$ cat src/msx_pkg.sv
// Shared constants for the serial multiplexer control and receive silo
package msx_pkg;
    // Control/status word field positions
    localparam int CSR_LOOP_BIT  = 3;
    localparam int CSR_CLR_BIT   = 4;
    localparam int CSR_MSE_BIT   = 5;
    localparam int CSR_RIE_BIT   = 6;
    localparam int CSR_RX_CHAR_AVAILABLE_BIT = 7;
    localparam int CSR_TX_READY_LINE_NUMBER_LSB = 8;
    localparam int CSR_SAE_BIT   = 12;
    localparam int CSR_SA_BIT    = 13;
    localparam int CSR_TIE_BIT   = 14;
    localparam int CSR_TX_LINE_READY_BIT  = 15;
    // Receive buffer word field positions
    localparam int RB_LINE_LSB   = 8;
    localparam int RB_PERR_BIT   = 12;
    localparam int RB_FERR_BIT   = 13;
    localparam int RB_OVRN_BIT   = 14;
    localparam int RB_VALID_BIT  = 15;
    // Reset values
    localparam logic [15:0] CSR_RESET    = 16'h0000;
    localparam logic [14:0] RB_LOW_RESET = 15'h0000;
    localparam logic [7:0]  SERIAL_IDLE  = 8'hFF;
    // Timing, clock period and documented times in picoseconds
    localparam int CLK_PERIOD_PS = 10000;
    localparam int CLR_TIME_PS   = 15000000;
    localparam int TX_READY_LINE_NUMBER_GAP_PS  = 1900000;
    localparam int CLR_CYCLES    =
        (CLR_TIME_PS + CLK_PERIOD_PS - 1) / CLK_PERIOD_PS;
    localparam int SCAN_CYCLES   =
        (TX_READY_LINE_NUMBER_GAP_PS + CLK_PERIOD_PS - 1) / CLK_PERIOD_PS;
    localparam logic [10:0] CLR_LAST  = 11'(CLR_CYCLES - 1);
    localparam logic [7:0]  SCAN_LAST = 8'(SCAN_CYCLES - 1);
    // Silo sizing
    localparam int          SILO_DEPTH  = 64;
    localparam logic [6:0]  SILO_FULL   = 7'h40;
    localparam logic [4:0]  ALARM_LAST  = 5'h0F;
    localparam int          ENTRY_W     = 15;
    // Soft clear sequencer states
    typedef enum logic [1:0] {
        ST_RUN   = 2'b01,
        ST_CLEAR = 2'b10
    } msx_clr_state_t;
endpackage : msx_pkg

$ cat src/msx_csr_rx.sv
// Control/status word, receive silo and transmit scanner of the multiplexer
`timescale 1ns/10ps
module msx_csr_rx import msx_pkg::*; (
    // Clock and reset
    input  wire logic        ref_clk,
    input  wire logic        sys_rst,
    input  wire logic        bus_init,
    // Host register port
    input  wire logic        host_rd,
    input  wire logic        host_wr,
    input  wire logic        host_receive_buffer_word_sel,
    input  wire logic [15:0] host_wdata,
    output logic [15:0]      host_rdata_ff,
    output logic             host_rack_ff,
    // Line parameter write strobe
    output logic             line_param_wr_ff,
    output logic [15:0]      line_param_word_ff,
    // Received characters from the line receivers
    input  wire logic        rx_in_valid,
    output logic             rx_in_ready,
    input  wire logic [7:0]  rx_in_char,
    input  wire logic [1:0]  rx_in_len,
    input  wire logic [2:0]  rx_in_line,
    input  wire logic        rx_in_perr,
    input  wire logic        rx_in_ferr,
    input  wire logic        rx_in_ovrn,
    // Serial turnaround
    input  wire logic [7:0]  tx_serial,
    input  wire logic [7:0]  rx_serial_pin,
    output logic [7:0]       rx_serial_to_uart_ff,
    output logic             loopback_turnaround_ff,
    // Transmit scanner inputs
    input  wire logic [7:0]  tx_buf_empty,
    input  wire logic [7:0]  line_transmit_enable,
    input  wire logic        tx_buf_load,
    // Status to the rest of the device
    output logic             scan_enable_ff,
    output logic             soft_clear_pulse_ff,
    output logic             rx_interrupt_request_ff,
    output logic             tx_irq_request_ff
);
    // Control bits
    logic                  rie_ff;         // Receiver interrupt enable
    logic                  sae_ff;         // Silo alarm enable
    logic                  tie_ff;         // Transmit interrupt enable
    logic                  tx_line_ready;  // Transmitter ready
    logic [2:0]            tx_ready_line_number_ff;       // Ready line number
    logic                  sa_ff;          // Silo alarm flag
    // Soft clear sequencer
    msx_clr_state_t        state_ff;
    msx_clr_state_t        nxt_state;
    logic [10:0]           clr_cnt_ff;
    // Silo storage
    logic [ENTRY_W-1:0]    silo_mem [SILO_DEPTH];
    logic [5:0]            wr_ptr_ff;
    logic [5:0]            rd_ptr_ff;
    logic [6:0]            silo_cnt_ff;
    logic [4:0]            alarm_cnt_ff;   // Entries since last alarm
    logic [14:0]           last_low_ff;    // Last presented low bits
    // Scanner
    logic [7:0]            scan_div_ff;
    logic [2:0]            scan_ptr_ff;

    // Decoded wires
    logic                  clr_busy;
    logic                  clear_all;
    logic                  csr_wr;
    logic                  receive_buffer_word_rd;
    logic                  clr_start;
    logic                  silo_flush;
    logic                  push;
    logic                  pop;
    logic                  rx_char_available;
    logic                  scan_tick;
    logic                  line_ok;
    logic                  tx_line_ready_set;
    logic                  alarm_hit;
    logic                  fifo_valid;
    logic                  fifo_ready;
    logic [ENTRY_W-1:0]    in_entry;
    logic [ENTRY_W-1:0]    fifo_entry;
    logic [ENTRY_W-1:0]    head_entry;
    logic [7:0]            char_mask;
    logic [15:0]           csr_word;
    logic [15:0]           receive_buffer_word_word;
    logic                  rx_irq;

    // Reset sources and host decode
    assign clr_busy   = (state_ff == ST_CLEAR);
    assign clear_all  = bus_init | clr_busy;
    assign csr_wr     = host_wr & ~host_receive_buffer_word_sel & ~clear_all;
    assign receive_buffer_word_rd    = host_rd & host_receive_buffer_word_sel;
    assign clr_start  = csr_wr & host_wdata[CSR_CLR_BIT];
    assign silo_flush = clear_all | ~scan_enable_ff;

    // Character mask for shorter codes
    assign char_mask  = 8'hFF >> (2'h3 - rx_in_len);
    assign in_entry   = {rx_in_ovrn, rx_in_ferr, rx_in_perr,
                         1'b0, rx_in_line,
                         rx_in_char & char_mask};

    // Silo movement
    assign fifo_ready = scan_enable_ff & ~clear_all
                      & (silo_cnt_ff != SILO_FULL);
    assign push       = fifo_valid & fifo_ready;
    assign pop        = receive_buffer_word_rd & (silo_cnt_ff != 7'h00);
    assign head_entry = silo_mem[rd_ptr_ff];
    assign rx_char_available      = (silo_cnt_ff != 7'h00);
    assign alarm_hit  = push & sae_ff
                      & (alarm_cnt_ff == ALARM_LAST);

    // Transmit scanner decode
    assign scan_tick  = (scan_div_ff == SCAN_LAST);
    assign line_ok    = tx_buf_empty[scan_ptr_ff]
                      & line_transmit_enable[scan_ptr_ff];
    assign tx_line_ready_set   = scan_tick & line_ok & scan_enable_ff
                      & ~tx_line_ready & ~clear_all;

    // Register read words, unused bits zero
    assign csr_word   = {tx_line_ready, tie_ff, sa_ff, sae_ff, 1'b0,
                         tx_ready_line_number_ff, rx_char_available, rie_ff, scan_enable_ff,
                         clr_busy, loopback_turnaround_ff,
                         3'b000};
    assign receive_buffer_word_word  = {rx_char_available,
                         rx_char_available ? head_entry : last_low_ff};
    assign rx_irq     = rie_ff & (sae_ff ? sa_ff : rx_char_available);

    // Soft clear sequencer next state
    always_comb begin
        nxt_state = state_ff;
        unique case (state_ff)
            ST_RUN: begin
                if (clr_start) begin
                    nxt_state = ST_CLEAR;
                end
            end
            ST_CLEAR: begin
                if (clr_cnt_ff == CLR_LAST) begin
                    nxt_state = ST_RUN;
                end
            end
            default: nxt_state = ST_RUN;
        endcase
    end

    // Input staging buffer ahead of the silo
    msx_skid2 #(
        .W           (ENTRY_W)
    ) u_stage (
        .ref_clk     (ref_clk),
        .sys_rst     (sys_rst),
        .flush       (silo_flush),
        .in_valid    (rx_in_valid),
        .in_ready_ff (rx_in_ready),
        .in_data     (in_entry),
        .out_valid   (fifo_valid),
        .out_ready   (fifo_ready),
        .out_data    (fifo_entry)
    );

    // Soft clear state and duration counter
    always_ff @(posedge ref_clk or posedge sys_rst) begin
        if (sys_rst) begin
            state_ff   <= ST_RUN;
            clr_cnt_ff <= 11'h000;
        end else begin
            state_ff   <= nxt_state;
            clr_cnt_ff <= clr_busy ? 11'(clr_cnt_ff + 11'h001) : 11'h000;
        end
    end

    // Writable control bits, cleared by either reset
    always_ff @(posedge ref_clk or posedge sys_rst) begin
        if (sys_rst) begin
            loopback_turnaround_ff <= CSR_RESET[CSR_LOOP_BIT];
            scan_enable_ff         <= CSR_RESET[CSR_MSE_BIT];
            rie_ff                 <= CSR_RESET[CSR_RIE_BIT];
            sae_ff                 <= CSR_RESET[CSR_SAE_BIT];
            tie_ff                 <= CSR_RESET[CSR_TIE_BIT];
        end else if (clear_all) begin
            loopback_turnaround_ff <= 1'b0;
            scan_enable_ff         <= 1'b0;
            rie_ff                 <= 1'b0;
            sae_ff                 <= 1'b0;
            tie_ff                 <= 1'b0;
        end else if (csr_wr && !clr_start) begin
            loopback_turnaround_ff <= host_wdata[CSR_LOOP_BIT];
            scan_enable_ff         <= host_wdata[CSR_MSE_BIT];
            rie_ff                 <= host_wdata[CSR_RIE_BIT];
            sae_ff                 <= host_wdata[CSR_SAE_BIT];
            tie_ff                 <= host_wdata[CSR_TIE_BIT];
        end
    end

    // Silo storage, written on push
    always_ff @(posedge ref_clk) begin
        if (push) begin
            silo_mem[wr_ptr_ff] <= fifo_entry;
        end
    end

    // Silo pointers and fill count
    always_ff @(posedge ref_clk or posedge sys_rst) begin
        if (sys_rst) begin
            wr_ptr_ff   <= 6'h00;
            rd_ptr_ff   <= 6'h00;
            silo_cnt_ff <= 7'h00;
        end else if (silo_flush) begin
            wr_ptr_ff   <= 6'h00;
            rd_ptr_ff   <= 6'h00;
            silo_cnt_ff <= 7'h00;
        end else begin
            wr_ptr_ff   <= 6'(wr_ptr_ff + {5'h00, push});
            rd_ptr_ff   <= 6'(rd_ptr_ff + {5'h00, pop});
            silo_cnt_ff <= 7'(silo_cnt_ff + {6'h00, push}
                              - {6'h00, pop});
        end
    end

    // Last presented low bits survive bus initialize and soft clear
    always_ff @(posedge ref_clk or posedge sys_rst) begin
        if (sys_rst) begin
            last_low_ff <= RB_LOW_RESET;
        end else if (pop) begin
            last_low_ff <= head_entry;
        end
    end

    // Silo alarm counter and flag, set wins over read
    always_ff @(posedge ref_clk or posedge sys_rst) begin
        if (sys_rst) begin
            alarm_cnt_ff <= 5'h00;
            sa_ff        <= CSR_RESET[CSR_SA_BIT];
        end else if (silo_flush) begin
            alarm_cnt_ff <= 5'h00;
            sa_ff        <= clear_all ? 1'b0 : sa_ff & ~receive_buffer_word_rd;
        end else begin
            if (alarm_hit) begin
                alarm_cnt_ff <= 5'h00;
            end else if (push && sae_ff) begin
                alarm_cnt_ff <= 5'(alarm_cnt_ff + 5'h01);
            end
            sa_ff <= alarm_hit | (sa_ff & ~receive_buffer_word_rd);
        end
    end

    // Scanner divider, restarted after a transmit load
    always_ff @(posedge ref_clk or posedge sys_rst) begin
        if (sys_rst) begin
            scan_div_ff <= 8'h00;
            scan_ptr_ff <= 3'h0;
        end else if (clear_all || tx_buf_load || scan_tick) begin
            scan_div_ff <= 8'h00;
            scan_ptr_ff <= clear_all ? 3'h0
                         : 3'(scan_ptr_ff + {2'h0, scan_tick});
        end else begin
            scan_div_ff <= 8'(scan_div_ff + 8'h01);
        end
    end

    // Transmitter ready flag and its line number
    always_ff @(posedge ref_clk or posedge sys_rst) begin
        if (sys_rst) begin
            tx_line_ready <= CSR_RESET[CSR_TX_LINE_READY_BIT];
            tx_ready_line_number_ff      <= 3'h0;
        end else if (clear_all) begin
            tx_line_ready <= 1'b0;
            tx_ready_line_number_ff      <= 3'h0;
        end else if (tx_line_ready_set) begin
            tx_line_ready <= 1'b1;
            tx_ready_line_number_ff      <= scan_ptr_ff;
        end else if (tx_buf_load) begin
            tx_line_ready <= 1'b0;
        end
    end

    // Host answers and registered outputs
    always_ff @(posedge ref_clk or posedge sys_rst) begin
        if (sys_rst) begin
            host_rdata_ff           <= 16'h0000;
            host_rack_ff            <= 1'b0;
            line_param_wr_ff        <= 1'b0;
            line_param_word_ff      <= 16'h0000;
            rx_serial_to_uart_ff    <= SERIAL_IDLE;
            soft_clear_pulse_ff     <= 1'b0;
            rx_interrupt_request_ff <= 1'b0;
            tx_irq_request_ff       <= 1'b0;
        end else begin
            host_rack_ff       <= host_rd;
            host_rdata_ff      <= !host_rd ? 16'h0000
                                : host_receive_buffer_word_sel ? receive_buffer_word_word : csr_word;
            line_param_wr_ff   <= host_wr & host_receive_buffer_word_sel;
            if (host_wr && host_receive_buffer_word_sel) begin
                line_param_word_ff <= host_wdata;
            end
            rx_serial_to_uart_ff <= loopback_turnaround_ff
                                  ? tx_serial : rx_serial_pin;
            soft_clear_pulse_ff     <= bus_init
                                     | (nxt_state == ST_CLEAR);
            rx_interrupt_request_ff <= rx_irq;
            tx_irq_request_ff <= tie_ff & tx_line_ready;
        end
    end
endmodule : msx_csr_rx

$ cat src/msx_skid2.sv
// Two-entry buffer with valid and ready on both sides
`timescale 1ns/10ps
module msx_skid2 import msx_pkg::*; #(
    parameter int W = ENTRY_W
) (
    // Clock and reset
    input  wire logic         ref_clk,
    input  wire logic         sys_rst,
    input  wire logic         flush,
    // Fill side
    input  wire logic         in_valid,
    output logic              in_ready_ff,
    input  wire logic [W-1:0] in_data,
    // Drain side
    output logic              out_valid,
    input  wire logic         out_ready,
    output logic [W-1:0]      out_data
);
    logic [W-1:0] slot_ff [2];  // Two storage slots
    logic         wr_sel_ff;    // Slot written next
    logic         rd_sel_ff;    // Slot read next
    logic [1:0]   cnt_ff;       // Entries held
    logic [1:0]   nxt_cnt;
    logic         take;
    logic         give;

    assign take      = in_valid & in_ready_ff & ~flush;
    assign give      = out_valid & out_ready;
    assign out_valid = (cnt_ff != 2'h0) & ~flush;
    assign out_data  = slot_ff[rd_sel_ff];
    assign nxt_cnt   = flush ? 2'h0
                     : 2'(cnt_ff + {1'b0, take} - {1'b0, give});

    // Slot storage, no reset needed
    always_ff @(posedge ref_clk) begin
        if (take) begin
            slot_ff[wr_sel_ff] <= in_data;
        end
    end

    // Pointers, count and registered ready
    always_ff @(posedge ref_clk or posedge sys_rst) begin
        if (sys_rst) begin
            wr_sel_ff   <= 1'b0;
            rd_sel_ff   <= 1'b0;
            cnt_ff      <= 2'h0;
            in_ready_ff <= 1'b1;
        end else begin
            wr_sel_ff   <= flush ? 1'b0 : wr_sel_ff ^ take;
            rd_sel_ff   <= flush ? 1'b0 : rd_sel_ff ^ give;
            cnt_ff      <= nxt_cnt;
            in_ready_ff <= (nxt_cnt != 2'h2);
        end
    end
endmodule : msx_skid2

$ cat config.mk
export PLATFORM = sky130hd
export DESIGN_NAME = msx_csr_rx
export DESIGN_NICKNAME = d
export VERILOG_FILES = /design/src/msx_pkg.sv /design/src/msx_csr_rx.sv /design/src/msx_skid2.sv
export SDC_FILE = /design/constraint.sdc
export NUM_CORES = 1
export LEC_CHECK = 0
export ABC_CLOCK_PERIOD_IN_PS = 7700
export BUFFER_PORTS_ARGS = -buffer_cell sky130_fd_sc_hd__buf_2
export CORE_ASPECT_RATIO = 1.75
export CORE_MARGIN = 1
export CORE_UTILIZATION = 50
export DETAILED_ROUTE_END_ITERATION = 10
export PLACE_DENSITY = 0.71
export SLEW_MARGIN = 20
export SYNTH_ARGS = -nofsm -noshare
export SYNTH_HDL_FRONTEND = slang
export SYNTH_SLANG_ARGS = --single-unit
$ cat constraint.sdc
create_clock -name ref_clk -period 7.7 [get_ports ref_clk]
set_input_delay 1.925 -clock ref_clk [delete_from_list [all_inputs] [get_ports ref_clk]]
set_output_delay 1.925 -clock ref_clk [all_outputs]
set_load 0.005 [all_outputs]
# [Yosys cells after proc, flatten, opt, wreduce, memory -nomap -nowiden]
# Memories as Yosys holds them, arrays and structs flattened.
# Cells that the tools add are included.
# Widths: inputs -> output; s select.
[word_totals] memories=2 mem_bits_rw=988 elab_cells=144 in_bits=72 out_inout_bits=48 regBits=123
[classes] shift=1 eq_ne=8 reduce_logical=12 bitwise_logic=35 n_lt_le_gt_ge=1 n_addsub=11 muxes=45
[mem_list] name="silo_mem" depth=64 word_bits=15 read_ports=1 rd_clocked_by_memory_dff=0 wr=1 line_no="msx_csr_rx.sv:54" text="logic [ENTRY_W-1:0] silo_mem [SILO_DEPTH];"
[mem_list] name="u_stage.slot_ff" depth=2 word_bits=14 read_ports=1 rd_clocked_by_memory_dff=0 wr=1 line_no="msx_skid2.sv:19" text="logic [W-1:0] slot_ff [2];"
[ops] cell="$mux 16" count=2
[ops] cell="$mux 1" count=24
[ops] cell="$and 1x1->1" count=22
[ops] cell="$mux 8" count=2
[ops] cell="$mux 15" count=1
[ops] cell="$mux 5" count=3
[ops] cell="$add 6x1->6" count=2
[ops] cell="$mux 6" count=2
[ops] cell="$add 11x1->11 const B" count=1
[ops] cell="$eq 11x11->1 const B" count=1
[ops] cell="$mux 11" count=1
[ops] cell="$mux 3" count=3
[ops] cell="$add 8x1->8 const B" count=1
[ops] cell="$and 8x8->8" count=1
[ops] cell="$eq 8x8->1 const B" count=1
[ops] cell="$shr 8x2->8 const A" count=1
[ops] cell="$add 7x1->7" count=1
[ops] cell="$mux 7" count=1
[ops] cell="$ne 7x7->1 const B" count=1
[ops] cell="$reduce_bool 7->1" count=1
[ops] cell="$sub 7x1->7" count=1
[ops] cell="$bmux 1 s3" count=2
[ops] cell="$mux 2" count=3
[ops] cell="$not 1->1" count=6
[ops] cell="18 further kinds" count=29

# [Depth between registers and ports, before layout]
[logic_depth] word_depth=10 depth_mapped=19 mapped_depth_nobuf=17

# [Cells and area by module]
# A second synthesis with hierarchy kept.
[unflattened] cells_unflattened=2204 area_unflattened_um2=43397.9
[by_module_without_submodules] module="msx_csr_rx" area_each_um2=42029.1 cells_per_inst=2129 n_inst=1 seq_area_each_um2=31791.7
[by_module_without_submodules] module="msx_skid2" area_each_um2=1368.8 cells_per_inst=75 n_inst=1 seq_area_each_um2=1027.2

# [Worst setup path after synthesis]
# Ideal clock, no wire load.
[synth_path] path_kind="input -> register" from="input bus_init" to="register silo_cnt_ff[6]" setup_slack_ns=3.082 path_buffers=0 setup_ns=0.136 required_ns=7.564 arrival_ns=4.482 stages=14 cell_sequence="or3b_1 > a211oi_4 > inv_1 > ha_1 > inv_1 > ha_1 > inv_1 > fa_1 > nand2b_1 > a21oi_1 > o21ai_0 > a21oi_1 > or3_1 > a21oi_1"
[synth_between] elab_chain_cells=8 elab_cells_between_ends=11 cone_classes="2 x add/sub; 1 x mux; 8 x bitwise"
[synth_lines] item="start: declaration" line_no="msx_csr_rx.sv:7" text="input wire logic bus_init,"
[synth_lines] item="$or 1x1->1 (*)" line_no="msx_csr_rx.sv:90" text="assign clear_all = bus_init | clr_busy;"
[synth_lines] item="$or 1x1->1 / $not 1->1 (equally long branches)" line_no="msx_csr_rx.sv:94, msx_csr_rx.sv:103"
[synth_lines] item="$not 1->1 / $and 1x1->1 (equally long branches)" line_no="msx_skid2.sv:29, msx_csr_rx.sv:103"
[synth_lines] item="$and 1x1->1 (on tied branches)" line_no="msx_skid2.sv:29, msx_csr_rx.sv:104"
[synth_lines] item="$and 1x1->1" line_no="msx_csr_rx.sv:105" text="assign push = fifo_valid & fifo_ready;"
[synth_lines] item="$add 7x1->7" line_no="msx_csr_rx.sv:215" text="silo_cnt_ff <= 7'(silo_cnt_ff + {6'h00, push}"
[synth_lines] item="$sub 7x1->7" line_no="msx_csr_rx.sv:216" text="- {6'h00, pop});"
[synth_lines] item="$mux 7 (*)" line_no="msx_csr_rx.sv:208" text="end else if (silo_flush) begin"
[synth_lines] item="end signal: assignment" line_no="msx_csr_rx.sv:215"
[synth_lines] item="end: declaration" line_no="msx_csr_rx.sv:57" text="logic [6:0] silo_cnt_ff;"
# Mark *: on every way between the ends. The rest lies on a longest branch, timed or not.
# A chain may end at the register's enable or synchronous reset.

# [Worst setup path after layout]
[layout_path] from="input bus_init" to="memory silo_mem[36][7], enable pin"
[layout_between] elab_chain_cells=7 elab_cells_between_ends=10 cone_classes="2 x mux; 8 x bitwise"
[layout_lines] item="$or 1x1->1 (*)" line_no="msx_csr_rx.sv:90"
[layout_lines] item="$or 1x1->1 / $not 1->1 (equally long branches)" line_no="msx_csr_rx.sv:94, msx_csr_rx.sv:103"
[layout_lines] item="$not 1->1 / $and 1x1->1 (equally long branches)" line_no="msx_skid2.sv:29, msx_csr_rx.sv:103"
[layout_lines] item="$and 1x1->1 (on tied branches)" line_no="msx_skid2.sv:29, msx_csr_rx.sv:104"
[layout_lines] item="$and 1x1->1 (*)" line_no="msx_csr_rx.sv:105"
[layout_lines] item="$mux 1 (*)" line_no="msx_csr_rx.sv:197" text="if (push) begin"
[layout_lines] item="$mux 1 (not written as such) (*)" line_no="msx_csr_rx.sv:198" text="silo_mem[wr_ptr_ff] <= fifo_entry;"
[layout_lines] item="end: declaration" line_no="msx_csr_rx.sv:54"
# Marked as above.

==> out/metrics.csv <==
metric;value;unit
Net Sw Power;2040;uW
number of flops mapped to enable cells by yosys;924;
die area;82400;sq um
HPWL Detailed;60.5;mm
placed cell area;42400;sq um
switching share of power;0.194;
final instance area;45200;sq um
worst-skew pair later-pin latency;0.66;ns
Syn Inst Count;2057;
Total GRT Usage;0.237;
hold_buf cts;0;
die height;379;microns
Internal Power;8470;uW
postcts setup bufs;0;
Vias per Instance;6.19;
CTS tree;yes;
Post-route DRC;0;
Layout Nets;2297;
final hold vios;0;
CP max FO;22;
pwr/cell area;233;nW/um^2
Max Buffers Root-to-Sink;3;
initial core utilization;0.504;
Setup crit end kind;flop;
RSZ-0062 raised after global routing;false;
Core Rows;138;
status;complete, no violations;
First-pass DRT Iterations;7;
Syn Nets;2155;
Max-slew headroom;0.200;
Max Cap Viol;0;
Mean Syn Cell Area;19.8;sq um
CP Cell Sequence;buf_2 > or3b_1 > a211oi_4 > nand3_1 > nor2_1;
class of the worst hold path;reg2reg;
vias in the first global route;20800;
CTS H-tree lvls;3;
Peak VDD IR;0.191;mV
Initial DRC Count;2380;
Max Slew Vio Count;0;
Ys Warns;0;
Post-Route WL;96.3;mm
Layout Skew;0.0231;ns
Critical Path Max Stage Delay;1.23;ns
# fillers;5814;
post-route core utilization;0.560;
CTS Sinks;1045;
antenna-violating nets left;0;
Flop pwr share;0.584;
ys async rst share;0.116;
wire per inst;29.0;microns
# resized after CTS;0;
first-pass GRT wire length;139;mm
clock network fraction of design power;0.404;
Worst-path clk slew;0.07;ns
Pleak;0.0145;uW
area of the multi-input gates;9320;sq um
I/O pin total;120;
Clock Root Buffer;clkbuf_16;
fin crit period;5.34;ns
grt total ovfl;0;
combinational power share;0.013;
share of layout cells above drive strength 1;0.274;
Placer Congestion;0.921;
core area;80600;sq um
most frequent cells in the layout;edfxtp_1, mux4_2, buf_2, dfrtp_1, clkbuf_16;
synth unique cells;59;
worst slew pin tran;1.20;ns
area grow syn2layout;11.2;%
slowest CP cell;nor2_1;
Crit path buffers/inverters;1;
largest net degree at the start of global routing;146;
worst path required time;7.96;ns
initial antenna violation count;0;
most common cell after layout, fill and taps aside;edfxtp_1;
Die Width;217;microns
final setup vio count;0;
Num CTS Buffers;84;
Port Buffers;118;
sequential cell area;30800;sq um
Fin Setup TNS;0;ns
kind of critical path;in2reg;
kind of cell adding the most delay to the critical path;simple AND/OR/NAND/NOR gates;
Tcrit/Tclk final;0.693;
Worst Setup Start Kind;primary input;
flop and latch count out of synthesis;1045;
Synth Cell Area;40600;sq um
arrival time worst endpoint;5.59;ns
achievable clock frequency;187;MHz
ys flop type;edfxtp_1;
register area share after synthesis;0.758;
vias;20500;
n_diodes;0;
## power groups by stage
stage | combinational (uW) | clock (uW) | sequential, uW
2_1_floorplan | 65.2 | 0 | 6260
3_3_place_gp | 127 | 0 | 6260
3_5_place_dp | 134 | 0 | 6260
4_1_cts | 135 | 4320 | 6140
5_1_grt | 147 | 4510 | 6140
6_report | 132 | 4250 | 6140
## logic make-up after synthesis
kind of cell             count (synthesis)  share of synthesized area
multiplexers                           281                      0.140
XOR/XNOR                                28                    0.00604
buffers and inverters                  134                     0.0160
other                                    1                  0.0000923
adder cells (fa/ha/maj)                 26                    0.00819
flip-flops                            1045                      0.758
AND/OR/NAND/NOR                        304                     0.0354
AO/OA/AOI/OAI                          238                     0.0367
## through the flow
step | total power [uW] | hold slack, ns | worst slack, ns | instances
6_report | 10500 | 0.471 | 2.36 | 3316
5_1_grt | 10800 | 0.489 | 2.28 | 3316
4_1_cts | 10600 | 0.470 | 2.45 | 3315
3_5_place_dp | 6400 | 0.460 | 1.75 | 3162
3_3_place_gp | 6390 | 0.455 | 1.85 | 3162
2_1_floorplan | 6320 | 0.432 | 2.58 | 2057
## final timing paths
kind | start | depth (start not counted) | endpoint | slack (ns)
min reg2reg | clr_cnt_ff[0] | 1 | clr_cnt_ff[0] | 0.47
min | clr_cnt_ff[0] | 1 | clr_cnt_ff[0] | 0.47
max | bus_init | 5 | silo_mem[36][7] | 2.36
min in group asynchronous | sys_rst | 2 | line_param_word_ff[11] | 1.36
max in group asynchronous | sys_rst | 3 | rd_ptr_ff[1] | 4.90
max reg2reg | state_ff[0] | 6 | silo_mem[36][7] | 2.66
## flip-flops by register name, indices dropped and copies added, names as in the netlist, 3 cells and up
signal	flops
silo_mem	896
u_stage.slot_ff	28
line_param_word_ff	16
host_rdata_ff	15
last_low_ff	14
clr_cnt_ff	11
rx_serial_to_uart_ff	8
scan_div_ff	8
silo_cnt_ff	7
rd_ptr_ff	6
wr_ptr_ff	6
alarm_cnt_ff	5
scan_ptr_ff	3
tx_ready_line_number_ff	3
## final cells by class
class,instances,share of cell area
Clock inverter,52,0.0100
Clock buffer,101,0.0496
Timing Repair Buffer,165,0.0214
Multi-Input combinational cell,878,0.206
Sequential cell,1045,0.682
Inverter,25,0.00213
Tap cell,1050,0.0291
## layer usage
| layer | up-vias | part of all wire | wire length (microns) | track usage |
|---|---|---|---|---|
| met2 | 1050 | 0.52 | 50300 | 0.410 |
| met1 | 10600 | 0.35 | 33500 | 0.275 |
| met4 | 0 | 0.064 | 6130 | 0.151 |
| met5 | - | 0 | 0 | 0 |
| li1 | 8603 | - | - | - |
| met3 | 243 | 0.066 | 6340 | 0.0337 |
## cell usage after synthesis (4+ instances only)
| master | count | area, sq um |
|---|---|---|
| o21ai_1 | 4 | 20.0 |
| buf_4 | 17 | 128 |
| a31oi_1 | 15 | 93.8 |
| xor2_1 | 16 | 140 |
| clkbuf_1 | 52 | 195 |
| mux2i_1 | 16 | 160 |
| inv_1 | 24 | 90.1 |
| a22oi_1 | 53 | 398 |
| buf_1 | 10 | 37.5 |
| nand2b_1 | 8 | 50.1 |
| o21ai_0 | 57 | 285 |
| nor2_1 | 113 | 424 |
| mux4_2 | 225 | 5070 |
| nor2b_1 | 8 | 50.1 |
| and3_1 | 10 | 62.6 |
| mux2_2 | 40 | 450 |
| dfrtp_1 | 111 | 2780 |
| buf_6 | 7 | 78.8 |
| edfxtp_1 | 924 | 27700 |
| a21oi_1 | 39 | 195 |
| or3_1 | 8 | 50.1 |
| xnor2_1 | 12 | 105 |
| o22ai_1 | 39 | 244 |
| ha_1 | 25 | 313 |
| buf_2 | 23 | 115 |
| nand3_1 | 29 | 145 |
| a221oi_1 | 6 | 52.6 |
| nor3_1 | 22 | 110 |
| o21a_1 | 11 | 82.6 |
| nand2_1 | 65 | 244 |
| and2_1 | 15 | 93.8 |
| dfstp_2 | 10 | 263 |
## worst reg2reg max path, cell delays in order, from the launching register on
cell,delay [ns]
dfstp_2,0.56
inv_1,0.06
ha_1,0.38
or3b_1,0.81
a211oi_4,0.61
nand3_1,1.01
nor2_1,1.23
(Power assumes the default switching activity.)
